`config.mk`:
```
export PLATFORM = sky130hd
export DESIGN_NAME = plc_link_cap_regs
export DESIGN_NICKNAME = d
export VERILOG_FILES = /design/src/rtl/plc_pkg.sv /design/src/rtl/plc_link_cap_regs.sv /design/src/rtl/plc_width_resolve.sv
export SDC_FILE = /design/constraint.sdc
export NUM_CORES = 1
export LEC_CHECK = 0
export BUFFER_PORTS_ARGS = -buffer_cell sky130_fd_sc_hd__buf_4
export CAP_MARGIN = 20
export CELL_PAD_IN_SITES_DETAIL_PLACEMENT = 0
export CELL_PAD_IN_SITES_GLOBAL_PLACEMENT = 1
export CORE_ASPECT_RATIO = 2
export CORE_UTILIZATION = 41
export CTS_CLUSTER_DIAMETER = 40
export DETAILED_ROUTE_END_ITERATION = 8
export PLACE_DENSITY = 0.89
export SYNTH_ARGS = -nofsm -noshare
export SYNTH_HDL_FRONTEND = slang
export SYNTH_SLANG_ARGS = --single-unit
export TNS_END_PERCENT = 10
```
`constraint.sdc`:
```
create_clock -name clk_i -period 6.1 [get_ports clk_i]
set_input_delay 0.61 -clock clk_i [delete_from_list [all_inputs] [get_ports clk_i]]
set_output_delay 0.61 -clock clk_i [all_outputs]
set_load 0.05 [all_outputs]
```
`src/rtl/plc_pkg.sv`:
```
// Package: offsets, field layout and reset values of the link capabilities register bank
`default_nettype none
package plc_pkg;

  // Register byte addresses
  localparam int unsigned ADDR_W          = 12;
  localparam logic [11:0] LCAP_OFFSET     = 12'h04c;
  localparam logic [11:0] UNLOCK_OFFSET   = 12'h100;
  localparam logic [11:0] STATUS_OFFSET   = 12'h104;

  // Field encodings and reset values
  localparam logic [3:0]  SPEED_GEN1      = 4'h1;
  localparam logic [3:0]  SPEED_GEN2      = 4'h2;
  localparam logic [3:0]  SPEED_RST       = 4'h1;
  localparam logic [5:0]  WIDTH_X1        = 6'h01;
  localparam logic [5:0]  WIDTH_RST       = 6'h01;
  localparam logic [1:0]  ASPM_L0S_L1     = 2'h3;
  localparam logic [2:0]  L0S_SEPARATE    = 3'h5;
  localparam logic [2:0]  L0S_COMMON      = 3'h3;
  localparam logic [2:0]  L1_RST          = 3'h2;
  localparam logic        CPM_RST         = 1'b0;
  localparam logic        SURPRISE_DOWN_REPORT_CAPABLE_DOWN      = 1'b1;
  localparam logic        SURPRISE_DOWN_REPORT_CAPABLE_UP        = 1'b0;
  localparam logic        UNLOCK_RST      = 1'b0;

  // L1 to L0 return time, ns, behind the L1 exit latency code
  localparam int unsigned L1_EXIT_NS      = 2300;

  // AXI responses
  localparam logic [1:0]  RESP_OKAY       = 2'h0;
  localparam logic [1:0]  RESP_SLVERR     = 2'h2;

  // Register image, bit 0 is speed bit 0
  typedef struct packed {
    logic [11:0] rsvd;
    logic        surprise_down_report_capable;
    logic        refclk_removal_capable;
    logic [2:0]  l1_exit;
    logic [2:0]  l0s_exit;
    logic [1:0]  aspm;
    logic [5:0]  width;
    logic [3:0]  speed;
  } plc_lcap_s;

  // Width and speed the port actually trains with
  typedef struct packed {
    logic [3:0]  speed;
    logic [5:0]  width;
  } plc_train_s;

endpackage
`default_nettype wire

```
`src/rtl/plc_link_cap_regs.sv`:
```
// Module: per-port link capabilities register with AXI4-Lite access
`default_nettype none
module plc_link_cap_regs #(
  parameter int unsigned MAX_LANES = 32
) (
  // Clock and reset
  input  wire logic                      clk_i,
  input  wire logic                      reset_i,
  // AXI4-Lite write address and data
  input  wire logic [plc_pkg::ADDR_W-1:0] s_axi_awaddr_i,
  input  wire logic                      s_axi_awvalid_i,
  output logic                           s_axi_awready_o,
  input  wire logic [31:0]               s_axi_wdata_i,
  input  wire logic [3:0]                s_axi_wstrb_i,
  input  wire logic                      s_axi_wvalid_i,
  output logic                           s_axi_wready_o,
  // AXI4-Lite write response
  output logic [1:0]                     s_axi_bresp_o,
  output logic                           s_axi_bvalid_o,
  input  wire logic                      s_axi_bready_i,
  // AXI4-Lite read
  input  wire logic [plc_pkg::ADDR_W-1:0] s_axi_araddr_i,
  input  wire logic                      s_axi_arvalid_i,
  output logic                           s_axi_arready_o,
  output logic [31:0]                    s_axi_rdata_o,
  output logic [1:0]                     s_axi_rresp_o,
  output logic                           s_axi_rvalid_o,
  input  wire logic                      s_axi_rready_i,
  // Port straps
  input  wire logic [5:0]                phys_lanes_i,
  input  wire logic                      common_refclk_i,
  input  wire logic                      downstream_port_i,
  // Training values
  output logic [5:0]                     train_width_o,
  output logic [3:0]                     train_speed_o
);

  if (!(MAX_LANES inside {1, 2, 4, 8, 12, 16, 32}))
  begin : g_bad_lanes
    $error("MAX_LANES must be a legal link width");
  end

  typedef enum logic [1:0] {
    ST_INIT = 2'b01,
    ST_RUN  = 2'b10
  } plc_state_e;

  // Register state
  plc_state_e                 state, next_state;
  logic [3:0]                 speed, next_speed;
  logic [5:0]                 width, next_width;
  logic [2:0]                 l1_exit, next_l1_exit;
  logic                       refclk_removal_capable, next_cpm;
  logic                       surprise_down_report_capable, next_surprise_down_report_capable;
  logic                       unlock, next_unlock;

  // Bus state
  logic                       aw_held, next_aw_held;
  logic [plc_pkg::ADDR_W-1:0] aw_addr, next_aw_addr;
  logic                       w_held, next_w_held;
  logic [31:0]                w_data, next_w_data;
  logic [3:0]                 w_strb, next_w_strb;
  logic                       bvalid, next_bvalid;
  logic [1:0]                 bresp, next_bresp;
  logic                       rvalid, next_rvalid;
  logic [31:0]                rdata, next_rdata;
  logic [1:0]                 rresp, next_rresp;

  logic                       wr_do;
  logic [11:0]                wr_word;
  logic [11:0]                rd_word;
  logic [31:0]                wmask;
  plc_pkg::plc_lcap_s         cap_word;
  plc_pkg::plc_lcap_s         cap_new;
  plc_pkg::plc_train_s        train;

  assign s_axi_awready_o = !aw_held && !bvalid;
  assign s_axi_wready_o  = !w_held && !bvalid;
  assign s_axi_arready_o = !rvalid;
  assign s_axi_bvalid_o  = bvalid;
  assign s_axi_bresp_o   = bresp;
  assign s_axi_rvalid_o  = rvalid;
  assign s_axi_rdata_o   = rdata;
  assign s_axi_rresp_o   = rresp;
  assign train_width_o   = train.width;
  assign train_speed_o   = train.speed;

  // Write fires once address and data are both held, in whichever order they came
  assign wr_do   = aw_held && w_held && !bvalid;
  assign wr_word = {aw_addr[11:2], 2'b00};
  assign rd_word = {s_axi_araddr_i[11:2], 2'b00};

  always_comb
  begin
    cap_word          = '0;
    cap_word.speed    = speed;
    cap_word.width    = width;
    cap_word.aspm     = plc_pkg::ASPM_L0S_L1;
    cap_word.l0s_exit = common_refclk_i ? plc_pkg::L0S_COMMON : plc_pkg::L0S_SEPARATE;
    cap_word.l1_exit  = l1_exit;
    cap_word.refclk_removal_capable      = refclk_removal_capable;
    cap_word.surprise_down_report_capable    = surprise_down_report_capable;
    for (int i = 0; i < 4; i++)
    begin
      wmask[8*i +: 8] = {8{w_strb[i]}};
    end
    cap_new = plc_pkg::plc_lcap_s'((cap_word & ~wmask) | (w_data & wmask));
  end

  // Register next state
  always_comb
  begin
    next_state   = state;
    next_speed   = speed;
    next_width   = width;
    next_l1_exit = l1_exit;
    next_cpm     = refclk_removal_capable;
    next_surprise_down_report_capable   = surprise_down_report_capable;
    next_unlock  = unlock;
    unique case (state)
      ST_INIT:
      begin
        // Lane and port-type straps are caught on the first clock after reset release; common_refclk_i is used live
        next_width = phys_lanes_i;
        next_surprise_down_report_capable = downstream_port_i ? plc_pkg::SURPRISE_DOWN_REPORT_CAPABLE_DOWN : plc_pkg::SURPRISE_DOWN_REPORT_CAPABLE_UP;
        next_state = ST_RUN;
      end
      ST_RUN:
      begin
        if (wr_do && wr_word == plc_pkg::LCAP_OFFSET && unlock)
        begin
          next_speed   = cap_new.speed;
          next_width   = cap_new.width;
          next_l1_exit = cap_new.l1_exit;
          next_cpm     = cap_new.refclk_removal_capable;
          next_surprise_down_report_capable   = cap_new.surprise_down_report_capable;
        end
        if (wr_do && wr_word == plc_pkg::UNLOCK_OFFSET && w_strb[0])
        begin
          next_unlock = w_data[0];
        end
      end
    endcase
  end

  always_ff @(posedge clk_i or posedge reset_i)
  begin
    if (reset_i)
    begin
      state   <= ST_INIT;
      speed   <= plc_pkg::SPEED_RST;
      width   <= plc_pkg::WIDTH_RST;
      l1_exit <= plc_pkg::L1_RST;
      refclk_removal_capable     <= plc_pkg::CPM_RST;
      surprise_down_report_capable   <= plc_pkg::SURPRISE_DOWN_REPORT_CAPABLE_UP;
      unlock  <= plc_pkg::UNLOCK_RST;
    end
    else
    begin
      state   <= next_state;
      speed   <= next_speed;
      width   <= next_width;
      l1_exit <= next_l1_exit;
      refclk_removal_capable     <= next_cpm;
      surprise_down_report_capable   <= next_surprise_down_report_capable;
      unlock  <= next_unlock;
    end
  end

  // Bus next state
  always_comb
  begin
    next_aw_held = aw_held;
    next_aw_addr = aw_addr;
    next_w_held  = w_held;
    next_w_data  = w_data;
    next_w_strb  = w_strb;
    next_bvalid  = bvalid;
    next_bresp   = bresp;
    next_rvalid  = rvalid;
    next_rdata   = rdata;
    next_rresp   = rresp;
    if (s_axi_awvalid_i && s_axi_awready_o)
    begin
      next_aw_held = 1'b1;
      next_aw_addr = s_axi_awaddr_i;
    end
    if (s_axi_wvalid_i && s_axi_wready_o)
    begin
      next_w_held = 1'b1;
      next_w_data = s_axi_wdata_i;
      next_w_strb = s_axi_wstrb_i;
    end
    if (wr_do)
    begin
      next_aw_held = 1'b0;
      next_w_held  = 1'b0;
      next_bvalid  = 1'b1;
      // Writes to read-only bits and locked fields are dropped silently
      next_bresp   = (wr_word == plc_pkg::LCAP_OFFSET || wr_word == plc_pkg::UNLOCK_OFFSET ||
                      wr_word == plc_pkg::STATUS_OFFSET) ? plc_pkg::RESP_OKAY : plc_pkg::RESP_SLVERR;
    end
    else if (bvalid && s_axi_bready_i)
    begin
      next_bvalid = 1'b0;
    end
    if (s_axi_arvalid_i && s_axi_arready_o)
    begin
      next_rvalid = 1'b1;
      next_rresp  = plc_pkg::RESP_OKAY;
      unique case (rd_word)
        plc_pkg::LCAP_OFFSET:   next_rdata = cap_word;
        plc_pkg::UNLOCK_OFFSET: next_rdata = {31'h0, unlock};
        plc_pkg::STATUS_OFFSET: next_rdata = {22'h0, train.speed, train.width};
        default:
        begin
          next_rdata = '0;
          next_rresp = plc_pkg::RESP_SLVERR;
        end
      endcase
    end
    else if (rvalid && s_axi_rready_i)
    begin
      next_rvalid = 1'b0;
    end
  end

  always_ff @(posedge clk_i or posedge reset_i)
  begin
    if (reset_i)
    begin
      aw_held <= 1'b0;
      aw_addr <= '0;
      w_held  <= 1'b0;
      w_data  <= '0;
      w_strb  <= '0;
      bvalid  <= 1'b0;
      bresp   <= plc_pkg::RESP_OKAY;
      rvalid  <= 1'b0;
      rdata   <= '0;
      rresp   <= plc_pkg::RESP_OKAY;
    end
    else
    begin
      aw_held <= next_aw_held;
      aw_addr <= next_aw_addr;
      w_held  <= next_w_held;
      w_data  <= next_w_data;
      w_strb  <= next_w_strb;
      bvalid  <= next_bvalid;
      bresp   <= next_bresp;
      rvalid  <= next_rvalid;
      rdata   <= next_rdata;
      rresp   <= next_rresp;
    end
  end

  plc_width_resolve #(
    .MAX_LANES (MAX_LANES)
  ) i_plc_width_resolve (
    .clk_i     (clk_i),
    .reset_i   (reset_i),
    .speed_i   (speed),
    .width_i   (width),
    .train_o   (train)
  );
endmodule // plc_link_cap_regs
`default_nettype wire

```
`src/rtl/plc_width_resolve.sv`:
```
// Module: turns written speed and width codes into the values the port trains with
`default_nettype none
module plc_width_resolve #(
  parameter int unsigned MAX_LANES = 32
) (
  // Clock and reset
  input  wire logic              clk_i,
  input  wire logic              reset_i,
  // Register fields
  input  wire logic [3:0]        speed_i,
  input  wire logic [5:0]        width_i,
  // Training values
  output var plc_pkg::plc_train_s train_o
);

  plc_pkg::plc_train_s next_train;
  logic                width_ok;

  always_comb
  begin
    unique case (width_i)
      6'h01, 6'h02, 6'h04, 6'h08, 6'h0c, 6'h10, 6'h20: width_ok = 1'b1;
      default: width_ok = 1'b0;
    endcase
    // Codes above MAX_LANES cannot train either
    if (32'(width_i) > MAX_LANES)
    begin
      width_ok = 1'b0;
    end
    next_train.width = width_ok ? width_i : plc_pkg::WIDTH_X1;
    // Reserved speed codes fall back to the lowest rate
    next_train.speed = (speed_i == plc_pkg::SPEED_GEN2) ? plc_pkg::SPEED_GEN2 : plc_pkg::SPEED_GEN1;
  end

  always_ff @(posedge clk_i or posedge reset_i)
  begin
    if (reset_i)
    begin
      train_o <= '{speed: plc_pkg::SPEED_RST, width: plc_pkg::WIDTH_RST};
    end
    else
    begin
      train_o <= next_train;
    end
  end
endmodule // plc_width_resolve
`default_nettype wire

```
==> impl_metrics.toml, run 1 <==
[power_and_ir_drop]
power_density_nw_per_um2 = 382
clkPwrFrac = 0.364
p_leak_nw = 2.14
ir_worst_vdd_mv = 0.227
p_int_mw = 1.22
comb_power_share = 0.215
p_sw_mw = 0.481
p_seq_frac = 0.421
switching_share = 0.282

[clock_network]
cts_max_level = 3
clk-insertion-delay-late_ns = 0.33
clkSinkCount = 78
cts-root-buf = "clkbuf_16"
numCtsBuffers = 9
clkTransAtPathRegs_ns = 0.06
cts-hold-fix-buffers = 0
cts_tree = "yes"
post_cts_buffers = 0
cts.path.max_buffers = 2
cts-resized-gates = 0

[setup_path]
slowest_stage = "nor3_1"
startpoint_type = "register"
cp.required_ns = 6.37
worstPathMaxFanout = 23
cp_top_family = "simple AND/OR/NAND/NOR gates"
end_kind = "register"
crit_path_max_incr_delay_ns = 0.82
path_cells = "inv_1 > nand2_1 > nor3_1 > a22o_1"
cp.buffers_inverters = 1
cp.arrival_ns = 2.29
critPathKind = "reg2reg"

[placement]
portBuffers = 87
place_area_um2 = 4120
dp_hpwl_mm = 5.45
finalWeightedCongestion = 0.777
pre_cts_slack_ns = 3.77
place_inst = 455

[synth]
yosysSeqAreaShare = 0.568
synth.avg_cell_area_um2 = 12.3
syn_inst = 280
synth-seq-cells = 78
synth.distinct_cells = 43
synthAdderAreaFrac = 0
yosys.area_share.simple = 0.142
synth_top_family_by_area = "simple AND/OR/NAND/NOR gates"
synth_compound_area_frac = 0.0860
dominantRegCellSynth = "dfrtp_1"
synthArstFlopShare = 1.00
muxShareOfSynthArea = 0.141
synth_xor_area_frac = 0.00254
synth.cell_area_um2 = 3450
synth_edf_count = 0
ys_warn_count = 0

[cells_and_area]
syn_to_final_growth_pct = 29.7
fin_util = 0.543
layout_common_cells = "buf_4, dfrtp_1, mux2_2, nand2_1"
num_antenna_cells = 0
fill_cells = 713
drive_gt1_frac = 0.418
finalNonFillerCells = 471
layout.nets = 443
design_area_um2 = 4470
mostFrequentLayoutCell = "buf_4"

[grt]
grt_max_degree = 79
grt_first_pass_wirelength_mm = 12.1
grt_pass1_vias = 2521
track_usage = 0.188
antenna_found_initial = 0
gr-total-overflow = 0

[detailed_routing]
vias = 2426
drt-total-wl_mm = 7.38
dr.pass1.iters = 4
wl_per_cell_um = 15.7
drc = 0
via_per_inst = 5.15
drt_iter0_markers = 107
detail-route-antenna-nets = 0

[floorplan]
dieArea_um2 = 8800
start_util = 0.419
rows = 47
die_x_um = 66.8
ioPinCount = 126
dieHeight_um = 132
design.core.area_um2 = 8230

[timing]
fmax_mhz = 494
finalSetupTns_ns = 0
finalMaxSlewViolations = 0
period_share = 0.332
setup_ws_ns = 4.08
finalSetupViolations = 0
rsz0062_at_grt = "false"
period_needed_ns = 2.02
finClkSkew_ns = 0.00705
max_slew_margin = 0.363
worstMarginPinSlew_ns = 0.955
finalHoldViolations = 0

[job]
maxCapViolations = 0

[min_path]
min-delay-path-class = "in2reg"

[status]
status = "complete, no violations"
## cell type report
type | count | area, um2 | share of cell area
clock inverter | 3 | 90.1 | 0.0202
multi-input combinational | 182 | 1340 | 0.300
timing repair buffer | 88 | 661 | 0.148
inverter | 9 | 35.0 | 0.00784
clock buffer | 13 | 260 | 0.0582
tap | 98 | 123 | 0.0274
sequential | 78 | 1960 | 0.438
## worst paths after layout
| path | start | to | slack (ns) | depth (start not counted) |
|---|---|---|---|---|
| min in group asynchronous | reset_i | w_data[3] | 0.56 | 3 |
| setup reg to reg | s_axi_rvalid_o | s_axi_rdata_o[2] | 4.08 | 4 |
| setup / recovery | s_axi_rvalid_o | s_axi_rdata_o[2] | 4.08 | 4 |
| hold / removal | s_axi_rready_i | s_axi_rvalid_o | 0.45 | 2 |
| hold reg to reg | s_axi_rdata_o[0] | s_axi_rdata_o[0] | 0.49 | 2 |
| max in group asynchronous | reset_i | w_data[16] | 4.90 | 3 |
## worst reg2reg max path: cells and delay by family, from the launching register on
kind | cells | cell delay [ns]
flops | 1 | 0.37
buf+inv | 1 | 0.08
simple gates | 2 | 1.26
compound gates | 1 | 0.24
## per-layer routing
| metal | routed length (um) | vias up | GRT usage |
|---|---|---|---|
| met5 | 0 | - | 0 |
| met4 | 175 | 0 | 0.0922 |
| met3 | 242 | 9 | 0.0347 |
| met2 | 4330 | 71 | 0.337 |
| met1 | 2630 | 1207 | 0.199 |
| li1 | - | 1139 | - |
## per-stage QoR
stage                     power, mW  hold WS (ns)
after floorplan               0.994         0.460
after global placement         1.08         0.474
after detailed placement       1.10         0.472
after CTS                      1.73         0.444
after global routing           1.79         0.445
final                          1.71         0.454
## power by group through the flow
stage                     Sequential, mW  Combinational (mW)  Clock, mW
after floorplan                    0.726               0.269          0
after global routing               0.734               0.402      0.655
final                              0.718               0.367      0.621
after CTS                          0.718               0.373      0.634
after detailed placement           0.726               0.370          0
after global placement             0.719               0.361          0
## Yosys cell counts, types with 3 or more instances
cell type,count,share of area
or4bb_1,3,0.0098
o21ai_0,8,0.012
and2_1,3,0.0054
mux2i_1,7,0.020
dfstp_2,6,0.046
mux2_2,33,0.11
clkbuf_1,6,0.0065
nor4_1,4,0.0073
buf_4,18,0.039
nand3_1,8,0.012
nor2_1,11,0.012
dfrtp_1,72,0.52
inv_1,9,0.0098
a22o_1,16,0.041
o21ai_1,4,0.0058
nand2_1,25,0.027
and3_1,3,0.0054
mux2_4,3,0.013
a21oi_1,11,0.016
## cell families (layout without fill, tap and decap cells)
logic type,after synthesis,count (layout)
compound gates,44,44
mux,43,43
xor+xnor,1,1
simple gates,78,78
buf+inv,35,113
other cells,1,16
flops,78,78
(Power assumes the default switching activity.)
==> inputs of run 2 (changes only) <==
Settings changed: CORE_UTILIZATION 41 to 34, PLACE_DENSITY 0.89 to 0.79.
Clock period 6.1 ns to 1.7 ns, I/O delays scaled along.
==> run 2 against run 1 <==
Net effect:
- the run now ends with setup timing left
- final cell count is 13% higher
- sequential share of layout area is 2.6 points lower
- combinational power grew to 4.4 times the previous value
- clock-buffer cell count stayed put
- clock power grew to 3.2 times the previous value
- hold slack worse by 0.43 ns
- routed wire length is 5.3% higher
- sequential power grew to 3.6 times the previous value
- critical path depth stayed put
- first-iteration DRC count is 33% lower
- flip-flop and latch count stayed put
- critical path type unchanged
==> impl_metrics.toml, run 2 (synthesis gave the netlist of run 1 again) <==
[power_and_ir_drop]
p_int_mw = 4.36
p_leak_nw = 2.28
power_density_nw_per_um2 = 1300
comb_power_share = 0.258
clkPwrFrac = 0.324
switching_share = 0.296
p_seq_frac = 0.418
p_sw_mw = 1.83
ir_worst_vdd_mv = 0.990

[placement]
dp_hpwl_mm = 5.98
place_area_um2 = 4380
pre_cts_slack_ns = -0.284
portBuffers = 87
finalWeightedCongestion = 0.826

[setup_path]
cp.buffers_inverters = 0
r2r-start = "aw_addr[11]"
rr_worst_depth = 4
path_cells = "nor4_2 > nand3b_1 > or4b_4 > mux2_4"
critPathKind = "reg2reg"
startpoint_type = "register"
reg2reg_setup_slack_ns = -0.25
cp.arrival_ns = 2.17
cp_top_family = "simple AND/OR/NAND/NOR gates"
end_kind = "register"
cp.required_ns = 1.92
worstPathMaxFanout = 3
slowest_stage = "or4b_4"
crit_path_max_incr_delay_ns = 0.59

[status]
status = "finished with violations"
violations = "setup timing"

[clock_network]
cts-root-buf = "clkbuf_16"
cts_tree = "yes"
clkSinkCount = 78
numCtsBuffers = 9
cts.path.max_buffers = 2
cts_max_level = 3
clk-insertion-delay-late_ns = 0.34
clkTransAtPathRegs_ns = 0.05

[detailed_routing]
drt_iter0_markers = 72
drt-total-wl_mm = 7.78
vias = 2509
wl_per_cell_um = 14.7
via_per_inst = 4.73
drc = 0
dr.pass1.iters = 4
detail-route-antenna-nets = 0

[cells_and_area]
fill_cells = 949
layout.nets = 468
drive_gt1_frac = 0.470
multi_input_area_um2 = 1380
final-seq-area_um2 = 1960
design_area_um2 = 4760
syn_to_final_growth_pct = 38.1
layout_common_cells = "buf_4, dfrtp_1, mux2_2, nand2_1"
mostFrequentLayoutCell = "buf_4"
num_antenna_cells = 0

[grt]
antenna_found_initial = 0
grt_max_degree = 79
gr-total-overflow = 0
grt_pass1_vias = 2525
track_usage = 0.160
grt_first_pass_wirelength_mm = 12.4

[timing]
finClkSkew_ns = 0.00562
finalHoldViolations = 0
fmax_mhz = 513
period_share = 1.15
finalMaxSlewViolations = 0
whs_ns = 0.0260
rsz0062_at_grt = "true"
setup_ws_ns = -0.250
period_needed_ns = 1.95
finalSetupViolations = 12

[floorplan]
rows = 51
dieArea_um2 = 10600
die_x_um = 73.2
ioPinCount = 126
dieHeight_um = 144
start_util = 0.353
design.core.area_um2 = 9760

[min_path]
worstHoldPathCells = 2
hp-start = "s_axi_bready_i"
min-delay-path-class = "in2reg"
worstHoldEndpoint = "s_axi_bvalid_o"

[job]
maxCapViolations = 0
-- run 2: worst reg2reg max path: stages (launching register included) --
cell and delay [ns]:
dfrtp_1 0.42, nor4_2 0.34, nand3b_1 0.18, or4b_4 0.59, mux2_4 0.32
-- run 2: final cells by class --
| cell class | instances | area share |
|---|---|---|
| clock buffer | 13 | 0.0589 |
| timing repair buffer | 113 | 0.189 |
| tap | 132 | 0.0347 |
| sequential | 78 | 0.412 |
| clock inverter | 3 | 0.00841 |
| inverter | 9 | 0.00788 |
| multi-input combinational | 182 | 0.290 |
-- run 2: worst max-delay path by stage --
stage,start,to,slack [ns],cells past startpoint
2_1_floorplan,s_axi_rvalid_o,s_axi_rdata_o[1],-0.29,4
3_3_place_gp,aw_addr[11],register,-0.23,4
3_5_place_dp,aw_addr[11],register,-0.28,4
4_1_cts,aw_addr[11],register,-0.22,4
5_1_grt,aw_addr[11],register,-0.26,5
6_report,aw_addr[11],register,-0.25,4
-- run 2: power groups by stage --
| stage | registers, mW | clock network [mW] | logic, mW |
|---|---|---|---|
| 3_5_place_dp | 2.61 | 0 | 1.58 |
| 4_1_cts | 2.59 | 2.04 | 1.59 |
| 6_report | 2.59 | 2.01 | 1.60 |
| 2_1_floorplan | 2.63 | 0 | 0.993 |
| 3_3_place_gp | 2.59 | 0 | 1.55 |
| 5_1_grt | 2.64 | 2.12 | 1.73 |
-- run 2: per-layer routing --
| metal | global-route usage | wire [um] |
|---|---|---|
| met2 | 0.299 | 4540 |
| met5 | 0 | 0 |
| met3 | 0.0362 | 323 |
| met1 | 0.164 | 2760 |
| met4 | 0.0733 | 155 |
-- run 2: what timing repair did --
action | 4_1_cts | 5_1_grt
buffers inserted | 0 | 1
resized for setup | 3 | 5
endpoints found under the hold margin | 73 | 0
hold buffers | 2 | 0
pin swaps | 5 | 3
setup endpoints to repair | 16 | 16
-- run 2: per-stage QoR --
stage / util / power [mW] / instances / TNS [ns]
4_1_cts: 0.485 / 6.22 / 529 / -1.62
3_3_place_gp: 0.449 / 4.14 / 511 / -1.72
6_report: 0.488 / 6.19 / 530 / -1.85
2_1_floorplan: - / 3.62 / 295 / -5.96
5_1_grt: 0.488 / 6.49 / 530 / -2.82
3_5_place_dp: 0.449 / 4.19 / 511 / -2.34
